**config.mk**
```make
export PLATFORM = sky130hd
export DESIGN_NAME = pgm_gpio_pin_mux
export DESIGN_NICKNAME = d
export VERILOG_FILES = /design/src/hdl/pgm_pkg.sv /design/src/hdl/pgm_sync_if.sv /design/src/hdl/pgm_filter.sv /design/src/hdl/pgm_edge.sv /design/src/hdl/pgm_gpio_pin_mux.sv
export VERILOG_INCLUDE_DIRS = /design/src /design/src/hdl
export SDC_FILE = /design/constraint.sdc
export NUM_CORES = 1
export LEC_CHECK = 0
export BUFFER_PORTS_ARGS = -buffer_cell sky130_fd_sc_hd__buf_2
export CAP_MARGIN = 20
export CORE_ASPECT_RATIO = 0.5
export CORE_MARGIN = 5
export CORE_UTILIZATION = 45
export CTS_CLUSTER_DIAMETER = 50
export DETAILED_ROUTE_END_ITERATION = 10
export GPL_TIMING_DRIVEN = 0
export HOLD_SLACK_MARGIN = 0.05
export PLACE_DENSITY_LB_ADDON = 0.15
export SYNTH_ARGS = -nofsm -noshare
export SYNTH_HDL_FRONTEND = slang
export SYNTH_SLANG_ARGS = --single-unit
```
**constraint.sdc**
```tcl
create_clock -name i_clk -period 3.8 [get_ports i_clk]
set_input_delay 0.38 -clock i_clk [delete_from_list [all_inputs] [get_ports i_clk]]
set_output_delay 0.38 -clock i_clk [all_outputs]
set_load 0.02 [all_outputs]
```
**src/hdl/pgm_params.svh**
```systemverilog
// Summary of operation
// two role-select words choose primary or secondary
// pin0 secondary: power-off, request two, enable one
// pin1 secondary: reset, warm restart, supply, request one (request one has no route here, held low)
// pin2 secondary: request two or scaling data
// pin3 secondary: enable one or converter sync
// pin4 secondary: enable two or scaling clock/select
// pin5 secondary: keep-on input or enable three
// pin6 secondary: low-power request, rails valid, enable three
// per-pin rise/fall/both interrupts, individually masked
// no pin interrupt when pin in secondary role
// any pin event counts as wake-up
// pins two and four never switch-on from off
// enable outputs driven by power-up sequence step
// per-pin direction setting, read and write
// input-data shows input pin levels
// output-data register holds driven levels
// write-only set and clear force bits
// per-pin debounce enable
// global enable for all general-purpose pins
// two pull config words per line
// per-pin open-drain selection
// secondary pins use separate pull and drive settings
// separate rise and fall edge enables
// set/clear ones touch only their bits
// pin inputs synchronised before use
`ifndef PGM_PARAMS_SVH
`define PGM_PARAMS_SVH
`define PGM_NPINS 7
`define PGM_DEB_CYCLES 16'h03e8
`define PGM_PIN_I2_MASK 7'h14
`define PGM_SEL_W 2
`define PGM_SEL_GPIO 2'h0
`define PGM_SEL_ALT1 2'h1
`define PGM_SEL_ALT2 2'h2
`define PGM_SEL_ALT3 2'h3
`endif

```
**src/hdl/pgm_pkg.sv**
```systemverilog
package pgm_pkg;
	typedef logic [6:0] pgm_pins_t;
	typedef enum logic [1:0] {
		PGM_DB_IDLE = 2'h0,
		PGM_DB_WAIT = 2'h1,
		PGM_DB_TAKE = 2'h3
	} pgm_db_e;
endpackage

```
**src/hdl/pgm_sync_if.sv**
```systemverilog
`timescale 1ns/1ps
interface pgm_sync_if;
	logic [6:0] raw;
	logic [6:0] clean;
	logic [6:0] filt_en;
	modport src (input clean, output raw, output filt_en);
	modport flt (input raw, input filt_en, output clean);
endinterface

```
**src/hdl/pgm_filter.sv**
```systemverilog
`timescale 1ns/1ps
`include "pgm_params.svh"
module pgm_filter (
	input wire logic i_clk,
	input wire logic i_rst,
	pgm_sync_if.flt sif
);
	logic [6:0] s1_r;
	logic [6:0] s2_r;
	logic [6:0] out_r;
	logic [15:0] cnt_r [0:6];
	pgm_pkg::pgm_db_e st_r [0:6];
	// two-flop synchroniser, first stage read only by second
	always_ff @(posedge i_clk) begin
		if (i_rst) begin
			s1_r <= 7'h00;
			s2_r <= 7'h00;
		end else begin
			s1_r <= sif.raw;
			s2_r <= s1_r;
		end
	end
	// per-pin debounce: level must hold a full interval
	always_ff @(posedge i_clk) begin
		for (int i = 0; i < `PGM_NPINS; i++) begin
			if (i_rst) begin
				out_r[i] <= 1'b0;
				cnt_r[i] <= 16'h0000;
				st_r[i] <= pgm_pkg::PGM_DB_IDLE;
			end else if (!sif.filt_en[i]) begin
				out_r[i] <= s2_r[i];
				cnt_r[i] <= 16'h0000;
				st_r[i] <= pgm_pkg::PGM_DB_IDLE;
			end else begin
				case (st_r[i])
				pgm_pkg::PGM_DB_IDLE: begin
					cnt_r[i] <= 16'h0000;
					if (s2_r[i] != out_r[i])
						st_r[i] <= pgm_pkg::PGM_DB_WAIT;
				end
				pgm_pkg::PGM_DB_WAIT: begin
					if (s2_r[i] == out_r[i])
						st_r[i] <= pgm_pkg::PGM_DB_IDLE;
					else if (cnt_r[i] == `PGM_DEB_CYCLES)
						st_r[i] <= pgm_pkg::PGM_DB_TAKE;
					else
						cnt_r[i] <= cnt_r[i] + 16'h0001;
				end
				pgm_pkg::PGM_DB_TAKE: begin
					out_r[i] <= s2_r[i];
					st_r[i] <= pgm_pkg::PGM_DB_IDLE;
				end
				default: st_r[i] <= pgm_pkg::PGM_DB_IDLE;
				endcase
			end
		end
	end
	// while filtering, the output may move only out of the take state
	AST_DEB_HOLD: assert property (@(posedge i_clk) disable iff (i_rst)
		(sif.filt_en[0] && st_r[0] != pgm_pkg::PGM_DB_TAKE) |=> $stable(out_r[0]))
		else $error("debounced level moved early");
	assign sif.clean = out_r;
endmodule

```
**src/hdl/pgm_edge.sv**
```systemverilog
`timescale 1ns/1ps
module pgm_edge (
	input wire logic i_clk,
	input wire logic i_rst,
	input wire logic [6:0] i_level,
	input wire logic [6:0] i_rise_en,
	input wire logic [6:0] i_fall_en,
	output logic [6:0] o_event
);
	logic [6:0] prev_r;
	always_ff @(posedge i_clk) begin
		if (i_rst)
			prev_r <= 7'h00;
		else
			prev_r <= i_level;
	end
	// independent rise and fall enables
	always_comb begin
		o_event = (i_level & ~prev_r & i_rise_en) | (~i_level & prev_r & i_fall_en);
	end
endmodule

```
**src/hdl/pgm_gpio_pin_mux.sv**
```systemverilog
`timescale 1ns/1ps
`include "pgm_params.svh"
module pgm_gpio_pin_mux (
	input wire logic i_clk,
	input wire logic i_rst,
	input wire logic [6:0] i_pad_in,
	output logic [6:0] o_pad_out,
	output logic [6:0] o_pad_oe,
	output logic [6:0] o_pad_pull_up,
	output logic [6:0] o_pad_pull_down,
	input wire logic [6:0] i_pad_role_select_a,
	input wire logic [6:0] i_pad_role_select_b,
	input wire logic i_pin_direction_we,
	input wire logic [6:0] i_pin_direction_wd,
	output logic [6:0] o_pin_direction,
	output logic [6:0] o_data_in,
	input wire logic i_data_out_we,
	input wire logic [6:0] i_data_out_wd,
	output logic [6:0] o_data_out,
	input wire logic i_data_set_we,
	input wire logic i_data_clr_we,
	input wire logic [6:0] i_data_setclr_wd,
	input wire logic [6:0] i_pin_filter_enable,
	input wire logic i_gpio_global_en,
	input wire logic [6:0] i_pin_pull_config_a,
	input wire logic [6:0] i_pin_pull_config_b,
	input wire logic [6:0] i_pin_opendrain_select,
	input wire logic [6:0] i_alt_pull_up,
	input wire logic [6:0] i_alt_pull_down,
	input wire logic [6:0] i_alt_opendrain,
	input wire logic [6:0] i_irq_rise_edge_select,
	input wire logic [6:0] i_irq_fall_edge_select,
	input wire logic [6:0] i_irq_mask,
	input wire logic i_off_mode,
	output logic [6:0] o_pin_irq,
	output logic o_wake_event,
	output logic o_switch_on_req,
	input wire logic i_ext_reg_enable_one,
	input wire logic i_ext_reg_enable_two,
	input wire logic i_ext_reg_enable_three,
	input wire logic i_rails_valid_out,
	input wire logic i_scaling_port_data_out,
	input wire logic i_scaling_port_data_oe,
	input wire logic i_scaling_port_clk_sel_out,
	input wire logic i_scaling_port_clk_sel_oe,
	output logic o_scaling_port_data_in,
	output logic o_scaling_port_clk_sel_in,
	output logic o_power_off_request_in,
	output logic o_periph_power_req_one,
	output logic o_periph_power_req_two,
	output logic o_reset_in,
	output logic o_warm_restart_in_n,
	output logic o_usb_supply_detect_in,
	output logic o_converter_sync_clk_in,
	output logic o_supply_keep_on_in,
	output logic o_low_power_request_n
);
	pgm_sync_if sif ();
	logic [6:0] dir_r;
	logic [6:0] dout_r;
	logic [6:0] din_r;
	logic [6:0] irq_r;
	logic wake_r;
	logic on_r;
	logic [6:0] evt;
	logic [6:0] is_gpio;
	logic [6:0] alt_out;
	logic [6:0] alt_oe;
	logic [1:0] sel [0:6];

	function automatic logic [1:0] role_of(input logic [6:0] a, input logic [6:0] b,
		input int i);
		role_of = {b[i], a[i]};
	endfunction

	// role per pin from the two select words
	always_comb begin
		for (int i = 0; i < `PGM_NPINS; i++) begin
			sel[i] = role_of(i_pad_role_select_a, i_pad_role_select_b, i);
			is_gpio[i] = (sel[i] == `PGM_SEL_GPIO);
		end
	end

	assign sif.raw = i_pad_in;
	// the filter enable is a primary-role control, so secondary inputs bypass it
	assign sif.filt_en = i_pin_filter_enable & is_gpio;

	pgm_filter u_filter (
		.i_clk(i_clk),
		.i_rst(i_rst),
		.sif(sif)
	);

	pgm_edge u_edge (
		.i_clk(i_clk),
		.i_rst(i_rst),
		.i_level(sif.clean),
		.i_rise_en(i_irq_rise_edge_select),
		.i_fall_en(i_irq_fall_edge_select),
		.o_event(evt)
	);
	AST_EDGE_SEL: assert property (@(posedge i_clk) disable iff (i_rst)
		(i_irq_rise_edge_select == 7'h00 && i_irq_fall_edge_select == 7'h00)
		|-> (evt == 7'h00))
		else $error("edge event with no edge selected");

	// direction register
	always_ff @(posedge i_clk) begin
		if (i_rst)
			dir_r <= 7'h00;
		else if (i_pin_direction_we)
			dir_r <= i_pin_direction_wd;
	end

	// output data with bitwise set/clear; set beats clear
	always_ff @(posedge i_clk) begin
		if (i_rst)
			dout_r <= 7'h00;
		else if (i_data_out_we)
			dout_r <= i_data_out_wd;
		else if (i_data_set_we)
			dout_r <= dout_r | i_data_setclr_wd;
		else if (i_data_clr_we)
			dout_r <= dout_r & ~i_data_setclr_wd;
	end
	AST_DOUT_WR: assert property (@(posedge i_clk) disable iff (i_rst)
		i_data_out_we |=> (o_data_out == $past(i_data_out_wd)))
		else $error("output data not written");
	AST_SET: assert property (@(posedge i_clk) disable iff (i_rst)
		(i_data_set_we && !i_data_out_we) |=>
		((o_data_out & $past(i_data_setclr_wd)) == $past(i_data_setclr_wd)))
		else $error("set failed");

	// input data for input pins only, others read zero
	always_ff @(posedge i_clk) begin
		if (i_rst)
			din_r <= 7'h00;
		else
			din_r <= sif.clean & ~dir_r & is_gpio;
	end
	// output pins read zero so software never mistakes its own drive for input
	AST_DIN_OUT: assert property (@(posedge i_clk) disable iff (i_rst)
		(dir_r != 7'h00) |=> ((o_data_in & $past(dir_r)) == 7'h00))
		else $error("input data shows an output pin");

	// masked pin interrupts in primary role only
	always_ff @(posedge i_clk) begin
		if (i_rst)
			irq_r <= 7'h00;
		else
			irq_r <= evt & ~i_irq_mask & is_gpio & {7{i_gpio_global_en}};
	end
	// masked events are dropped, not held, so a later unmask raises nothing stale
	AST_MASK: assert property (@(posedge i_clk) disable iff (i_rst)
		(i_irq_mask != 7'h00) |=> ((o_pin_irq & $past(i_irq_mask)) == 7'h00))
		else $error("masked line raised an interrupt");
	AST_IRQ_EVT: assert property (@(posedge i_clk) disable iff (i_rst)
		(evt == 7'h00) |=> (o_pin_irq == 7'h00))
		else $error("interrupt without an edge");
	AST_NOALTIRQ_ALL: assert property (@(posedge i_clk) disable iff (i_rst)
		(is_gpio != 7'h7f) |=> ((o_pin_irq & ~$past(is_gpio)) == 7'h00))
		else $error("secondary pin raised an interrupt");

	// wake on any pin event; pins two and four excluded from off
	always_ff @(posedge i_clk) begin
		if (i_rst) begin
			wake_r <= 1'b0;
			on_r <= 1'b0;
		end else begin
			wake_r <= |evt;
			on_r <= i_off_mode ? |(evt & ~`PGM_PIN_I2_MASK) : |evt;
		end
	end
	AST_SWON: assert property (@(posedge i_clk) disable iff (i_rst)
		(!i_off_mode && (evt != 7'h00)) |=> o_switch_on_req)
		else $error("event outside off mode gave no switch-on");

	// secondary output drive
	always_comb begin
		alt_out = 7'h00;
		alt_oe = 7'h00;
		if (sel[0] == `PGM_SEL_ALT3) begin
			alt_out[0] = i_ext_reg_enable_one;
			alt_oe[0] = 1'b1;
		end
		if (sel[2] == `PGM_SEL_ALT2) begin
			alt_out[2] = i_scaling_port_data_out;
			alt_oe[2] = i_scaling_port_data_oe;
		end
		if (sel[3] == `PGM_SEL_ALT1) begin
			alt_out[3] = i_ext_reg_enable_one;
			alt_oe[3] = 1'b1;
		end
		if (sel[4] == `PGM_SEL_ALT1) begin
			alt_out[4] = i_ext_reg_enable_two;
			alt_oe[4] = 1'b1;
		end else if (sel[4] == `PGM_SEL_ALT2) begin
			alt_out[4] = i_scaling_port_clk_sel_out;
			alt_oe[4] = i_scaling_port_clk_sel_oe;
		end
		if (sel[5] == `PGM_SEL_ALT2) begin
			alt_out[5] = i_ext_reg_enable_three;
			alt_oe[5] = 1'b1;
		end
		if (sel[6] == `PGM_SEL_ALT2) begin
			alt_out[6] = i_rails_valid_out;
			alt_oe[6] = 1'b1;
		end else if (sel[6] == `PGM_SEL_ALT3) begin
			alt_out[6] = i_ext_reg_enable_three;
			alt_oe[6] = 1'b1;
		end
	end

	// secondary inputs read the synchronised level; default to idle level when unselected
	always_comb begin
		o_power_off_request_in = (sel[0] == `PGM_SEL_ALT1) & sif.clean[0];
		o_periph_power_req_two = ((sel[0] == `PGM_SEL_ALT2) & sif.clean[0])
			| ((sel[2] == `PGM_SEL_ALT1) & sif.clean[2]);
		o_reset_in = (sel[1] == `PGM_SEL_ALT1) & sif.clean[1];
		o_warm_restart_in_n = (sel[1] == `PGM_SEL_ALT2) ? sif.clean[1] : 1'b1;
		o_usb_supply_detect_in = (sel[1] == `PGM_SEL_ALT3) & sif.clean[1];
		// two select bits leave room for three alternates, so request one has no route
		o_periph_power_req_one = 1'b0;
		o_scaling_port_data_in = (sel[2] == `PGM_SEL_ALT2) ? sif.clean[2] : 1'b1;
		o_converter_sync_clk_in = (sel[3] == `PGM_SEL_ALT2) & sif.clean[3];
		o_scaling_port_clk_sel_in = (sel[4] == `PGM_SEL_ALT2) ? sif.clean[4] : 1'b1;
		o_supply_keep_on_in = (sel[5] == `PGM_SEL_ALT1) & sif.clean[5];
		o_low_power_request_n = (sel[6] == `PGM_SEL_ALT1) ? sif.clean[6] : 1'b1;
	end
	// with open drain the pad only sinks, so the drive checks leave it out
	AST_PWROFF: assert property (@(posedge i_clk) disable iff (i_rst)
		(sel[0] == `PGM_SEL_ALT1) |-> (o_power_off_request_in == sif.clean[0]))
		else $error("power-off input not routed");
	AST_PIN0_EXTEN: assert property (@(posedge i_clk) disable iff (i_rst)
		(sel[0] == `PGM_SEL_ALT3 && !i_alt_opendrain[0])
		|-> (o_pad_oe[0] && o_pad_out[0] == i_ext_reg_enable_one))
		else $error("pin0 enable not driven");
	AST_RESET_IN: assert property (@(posedge i_clk) disable iff (i_rst)
		(sel[1] == `PGM_SEL_ALT1) |-> (o_reset_in == sif.clean[1]))
		else $error("reset input not routed");
	AST_WARM_IDLE: assert property (@(posedge i_clk) disable iff (i_rst)
		(sel[1] != `PGM_SEL_ALT2) |-> o_warm_restart_in_n)
		else $error("warm restart active while unrouted");
	AST_SDATA_OE: assert property (@(posedge i_clk) disable iff (i_rst)
		(sel[2] == `PGM_SEL_ALT2 && !i_alt_opendrain[2])
		|-> (o_pad_oe[2] == i_scaling_port_data_oe))
		else $error("scaling data drive not routed");
	AST_SYNC_IDLE: assert property (@(posedge i_clk) disable iff (i_rst)
		(sel[3] != `PGM_SEL_ALT2) |-> !o_converter_sync_clk_in)
		else $error("sync input active while unrouted");
	AST_PIN4_EXTEN: assert property (@(posedge i_clk) disable iff (i_rst)
		(sel[4] == `PGM_SEL_ALT1 && !i_alt_opendrain[4])
		|-> (o_pad_oe[4] && o_pad_out[4] == i_ext_reg_enable_two))
		else $error("pin4 enable not driven");
	AST_SCLK_OE: assert property (@(posedge i_clk) disable iff (i_rst)
		(sel[4] == `PGM_SEL_ALT2 && !i_alt_opendrain[4])
		|-> (o_pad_oe[4] == i_scaling_port_clk_sel_oe))
		else $error("scaling clock drive not routed");
	AST_KEEP_IDLE: assert property (@(posedge i_clk) disable iff (i_rst)
		(sel[5] != `PGM_SEL_ALT1) |-> !o_supply_keep_on_in)
		else $error("keep-on input active while unrouted");
	AST_PIN5_EXTEN: assert property (@(posedge i_clk) disable iff (i_rst)
		(sel[5] == `PGM_SEL_ALT2 && !i_alt_opendrain[5])
		|-> (o_pad_oe[5] && o_pad_out[5] == i_ext_reg_enable_three))
		else $error("pin5 enable not driven");
	AST_RAILS: assert property (@(posedge i_clk) disable iff (i_rst)
		(sel[6] == `PGM_SEL_ALT2 && !i_alt_opendrain[6])
		|-> (o_pad_oe[6] && o_pad_out[6] == i_rails_valid_out))
		else $error("rails valid not driven");
	AST_LOWPWR_IDLE: assert property (@(posedge i_clk) disable iff (i_rst)
		(sel[6] != `PGM_SEL_ALT1) |-> o_low_power_request_n)
		else $error("low-power request active while unrouted");

	// pad drive: primary uses gpio settings, secondary the alt set
	always_comb begin
		for (int i = 0; i < `PGM_NPINS; i++) begin
			if (is_gpio[i]) begin
				if (i_pin_opendrain_select[i]) begin
					o_pad_out[i] = 1'b0;
					o_pad_oe[i] = i_gpio_global_en & dir_r[i] & ~dout_r[i];
				end else begin
					o_pad_out[i] = dout_r[i];
					o_pad_oe[i] = i_gpio_global_en & dir_r[i];
				end
				o_pad_pull_up[i] = i_pin_pull_config_a[i];
				o_pad_pull_down[i] = i_pin_pull_config_b[i];
			end else begin
				o_pad_out[i] = i_alt_opendrain[i] ? 1'b0 : alt_out[i];
				o_pad_oe[i] = i_alt_opendrain[i] ? (alt_oe[i] & ~alt_out[i]) : alt_oe[i];
				o_pad_pull_up[i] = i_alt_pull_up[i];
				o_pad_pull_down[i] = i_alt_pull_down[i];
			end
		end
	end
	AST_PULL: assert property (@(posedge i_clk) disable iff (i_rst)
		(is_gpio != 7'h00) |->
		((o_pad_pull_down & is_gpio) == (i_pin_pull_config_b & is_gpio)))
		else $error("gpio pull-down not taken from its config");
	AST_OD: assert property (@(posedge i_clk) disable iff (i_rst)
		(i_pin_opendrain_select != 7'h00) |->
		((o_pad_oe & o_pad_out & is_gpio & i_pin_opendrain_select) == 7'h00))
		else $error("open-drain gpio drove high");
	AST_ALT_PULL: assert property (@(posedge i_clk) disable iff (i_rst)
		(is_gpio != 7'h7f) |->
		((o_pad_pull_up & ~is_gpio) == (i_alt_pull_up & ~is_gpio)))
		else $error("secondary pin pull not from its own set");
	AST_ALT_OD: assert property (@(posedge i_clk) disable iff (i_rst)
		(i_alt_opendrain != 7'h00) |->
		((o_pad_oe & o_pad_out & ~is_gpio & i_alt_opendrain) == 7'h00))
		else $error("open-drain secondary pin drove high");

	assign o_pin_direction = dir_r;
	assign o_data_in = din_r;
	assign o_data_out = dout_r;
	assign o_pin_irq = irq_r;
	assign o_wake_event = wake_r;
	assign o_switch_on_req = on_r;

	AST_SETCLR: assert property (@(posedge i_clk) disable iff (i_rst)
		(i_data_set_we && !i_data_out_we) |=>
		((o_data_out & ~$past(i_data_setclr_wd)) == ($past(o_data_out) & ~$past(i_data_setclr_wd))))
		else $error("set touched other bits");
	AST_NOALTIRQ: assert property (@(posedge i_clk) disable iff (i_rst)
		(!is_gpio[0]) |=> !o_pin_irq[0])
		else $error("irq from secondary pin");
	AST_OFFI2: assert property (@(posedge i_clk) disable iff (i_rst)
		(i_off_mode && (evt & ~`PGM_PIN_I2_MASK) == 7'h00) |=> !o_switch_on_req)
		else $error("io-domain pin switched on from off");
	AST_WAKE: assert property (@(posedge i_clk) disable iff (i_rst)
		(|evt) |=> o_wake_event)
		else $error("event missed wake");
	AST_DIR: assert property (@(posedge i_clk) disable iff (i_rst)
		i_pin_direction_we |=> (o_pin_direction == $past(i_pin_direction_wd)))
		else $error("direction not written");
	AST_CLR: assert property (@(posedge i_clk) disable iff (i_rst)
		(i_data_clr_we && !i_data_set_we && !i_data_out_we) |=>
		((o_data_out & $past(i_data_setclr_wd)) == 7'h00))
		else $error("clear failed");
	AST_GLOBAL: assert property (@(posedge i_clk) disable iff (i_rst)
		(!i_gpio_global_en) |-> ((o_pad_oe & is_gpio) == 7'h00))
		else $error("gpio driven while disabled");
	AST_REGEN: assert property (@(posedge i_clk) disable iff (i_rst)
		(sel[3] == `PGM_SEL_ALT1) |-> (o_pad_oe[3] && (i_alt_opendrain[3] ||
		o_pad_out[3] == i_ext_reg_enable_one)) || (i_alt_opendrain[3]))
		else $error("enable not driven");
endmodule

```
==> run_results.csv <==
group,metric,value,unit
cells_and_area,layout-drive-gt1-share,22.31,%
die,die_area,25100,um2
clock_tree,cts.reportedPaths.clkPinSlew,0.07,ns
synthesis,synthAdderAreaFrac,1.780,%
clock_tree,cts_max_level,4,
routing,wl,24970,um
routing,drt-pass1-iter-count,5,
routing,antenna_left,0,
timing,finalHoldViolCount,0,
die,start_util,45.58,%
routing,drt_iter0_drc,394,
clock_tree,clock-sinks,184,
placed_design,io_buffers,187,
timing,slew_headroom,36.19,%
synthesis,synthTopCellsByArea,"edfxtp_1, dfxtp_1, nor2_1, xor2_1, xnor2_1",
routing,wire_per_inst,16.64,um
synthesis,yosysTopAreaCell,"edfxtp_1",
synthesis,synth_cells,977,
clock_tree,cts_root_buf,"clkbuf_16",
worst_setup_path,critPathBufInv,3,
clock_tree,insertion_delay,0.43,ns
worst_setup_path,critPathLaunchType,"flip-flop",
cells_and_area,final_common_cell,"buf_2",
run_status,status,"finished clean",
cells_and_area,finalNetCount,1330,
timing,post-route-period-util,69.55,%
clock_tree,clock_tree.buffer_depth,2,
synthesis,muxShareOfSynthArea,3.026,%
worst_setup_path,crit_chain,"inv_1 -> ha_1 -> or4b_1 -> nor3_1 -> a31o_2 -> buf_4 -> o211ai_1 -> buf_4",
cells_and_area,diodes,0,
routing,vias,8080,
min_path,holdCritPathClass,"input pin to flip-flop",
global_route,first_global_vias,7795,
worst_setup_path,critPathArrivalTime,2.84,ns
pwr,ir_drop,0.0002975,V
die,rows,38,
synthesis,yosysWarnings,0,
global_route,grt_pass1_wl,39240,um
clock_tree,cts_resized,0,
synthesis,synth_compound_area_share,5.989,%
worst_setup_path,crit_type,"flip-flop to flip-flop",
synthesis,async_flop_share,0,%
timing,fmaxAchievable,378.3,MHz
clock_tree,cts-buffers-inserted,17,
synthesis,synth_cell_type_count,66,
global_route,grt_overflow_total,0,
clock_tree,cts_tree,"built",
die,die_x,219.1,um
cells_and_area,fin_util,54.68,%
job,maxCapViolCount,0,
clock_tree,hold_buffers,0,
cells_and_area,layout_common_cells,"buf_2, nor2_1, edfxtp_1",
synthesis,synth_top_area_share,38.45,%
synthesis,yosys_most_used_dff,"edfxtp_1",
worst_setup_path,cpMostUsedCell,"buf_4",
routing,route.detailed.drc,0,
die,die-height,114.6,um
worst_setup_path,worst_setup_path_end_kind,"flip-flop",
timing,maxSlewViolCount,0,
worst_setup_path,required,3.99,ns
global_route,track_usage,19.78,%
synthesis,syn-num-nets,1119,
die,core,21590,um2
timing,tns,0,ns
pwr,power_leakage,4.465,nW
placed_design,hpwl,19110,um
global_route,antenna_found_initial,0,
die,io_pins,197,
routing,viasPerCell,5.383,
synthesis,synth_seq_cells,184,
synthesis,syn_area,9839,um2
worst_setup_path,crit_fanout,9,
timing,tightest_slew,0.9530,ns
worst_setup_path,path_delay_family,"simple AND/OR/NAND/NOR gates",
synthesis,synth-xor-area-share,8.278,%
synthesis,yosysSeqAreaShare,50.25,%
timing,fin_crit,2.643,ns
timing,fin_skew,0.008842,ns
synthesis,syn_avg_cell_area,10.07,um2
placed_design,place_congestion,0.9246,
timing,rsz0062_at_grt,"no",
timing,setup_viol,0,
worst_setup_path,cp_slowest_stage_delay,0.45,ns
worst_setup_path,r2r_slack,1.16,ns
synthesis,synth_top_family_by_area,"simple AND/OR/NAND/NOR gates",
clock_tree,cts_setup_buffers,0,
worst_setup_path,crit_slowest_cell,"edfxtp_1",
synthesis,synth-simple-area-share,28.18,%
synthesis,synth_edf_count,126,
pwr,p_per_area,365.3,nW/um2
global_route,grt_max_degree,17,
cells_and_area,syn_to_final_growth,19.96,%
-- stage by stage --
step	cell area, um2	worst slack, ns	total power [mW]	hold WS [ns]	cells
6_report	11800	1.157	4.312	0.1166	1501
3_5_place_dp	11200	1.090	2.546	0.4247	1469
3_3_place_gp	11150	1.082	2.539	0.4168	1464
2_1_floorplan	9839	1.449	2.386	0.4138	977
5_1_grt	11800	0.9764	4.463	0.09972	1501
4_1_cts	11800	1.125	4.346	0.09115	1501
-- flip-flops by register name, summed over array words and instances (netlist names), named ones only --
signal and count:
o_pin_irq 7, u_filter.st_r 14, u_filter.cnt_r 112, u_filter.s1_r 7, u_filter.sif.clean 7, u_filter.s2_r 7
o_data_in 7, o_wake_event 1, o_pin_direction 7, u_edge.prev_r 7, o_switch_on_req 1
-- cells in the mapped netlist (all sizes together) (6+ instances only) --
library cell,n
clkbuf,16
nand3b,11
xor2,47
nor4b,15
a31oi,8
nand4,43
and3b,6
nor3,21
nand2,82
a21boi,7
edfxtp,126
mux2,14
dfxtp,58
nor3b,6
and4,16
mux2i,14
o21ai,15
xnor2,46
ha,14
nand3,45
a21oi,22
o31ai,6
a221oi,7
and2,10
or3,8
nor4,26
buf,11
nor2b,32
inv,31
nor2,159
-- layout make-up --
cell class                 count  area (um2)
inverter                      31       116.4
tap                          300       375.4
sequential                   184        4945
fill                        1981        9782
clock buffer                  23       521.8
multi-input combinational    735        4653
buffer                        27       125.1
timing repair buffer         192       984.7
clock inverter                 9       82.58
-- logic make-up (layout without fill, tap and decap cells) --
logic type      Yosys count  after routing
mux                      28             28
flops                   184            184
compound gates           85             85
fa+ha+maj                14             14
other cells               1              1
xor+xnor                 93             93
simple gates            514            514
buf+inv                  58            282
-- layer usage --
layer  vias to the layer above  part of all wire, %  GRT usage, %
li1                       3981                    -             -
met1                      3905                   44         24.87
met2                       153                   49         33.97
met3                        41                  4.0         4.095
met4                         0                  2.4         7.400
met5                         -                    0             0
-- where the power goes --
| part | internal (mW) | switching, mW | total [mW] |
|---|---|---|---|
| clock network | 1.04 | 0.770 | 1.81 |
| logic | 0.134 | 0.185 | 0.319 |
| registers | 2.15 | 0.0347 | 2.19 |
| total | 3.32 | 0.990 | 4.31 |
-- path summary, 6_finish.rpt --
path	from	end	cells after the start
worst max-delay path	u_filter.cnt_r[4][0]$_SDFFCE_PN0P_	u_filter.cnt_r[4][5]$_SDFFCE_PN0P_	8
worst min-delay path	i_irq_mask[6]	o_pin_irq[6]$_SDFF_PP0_	2
worst max register to register	u_filter.cnt_r[4][0]$_SDFFCE_PN0P_	u_filter.cnt_r[4][5]$_SDFFCE_PN0P_	8
worst min register to register	u_filter.s1_r[1]$_SDFF_PP0_	u_filter.s2_r[1]$_SDFF_PP0_	1
No activity file was read; power rests on OpenSTA's default activity.
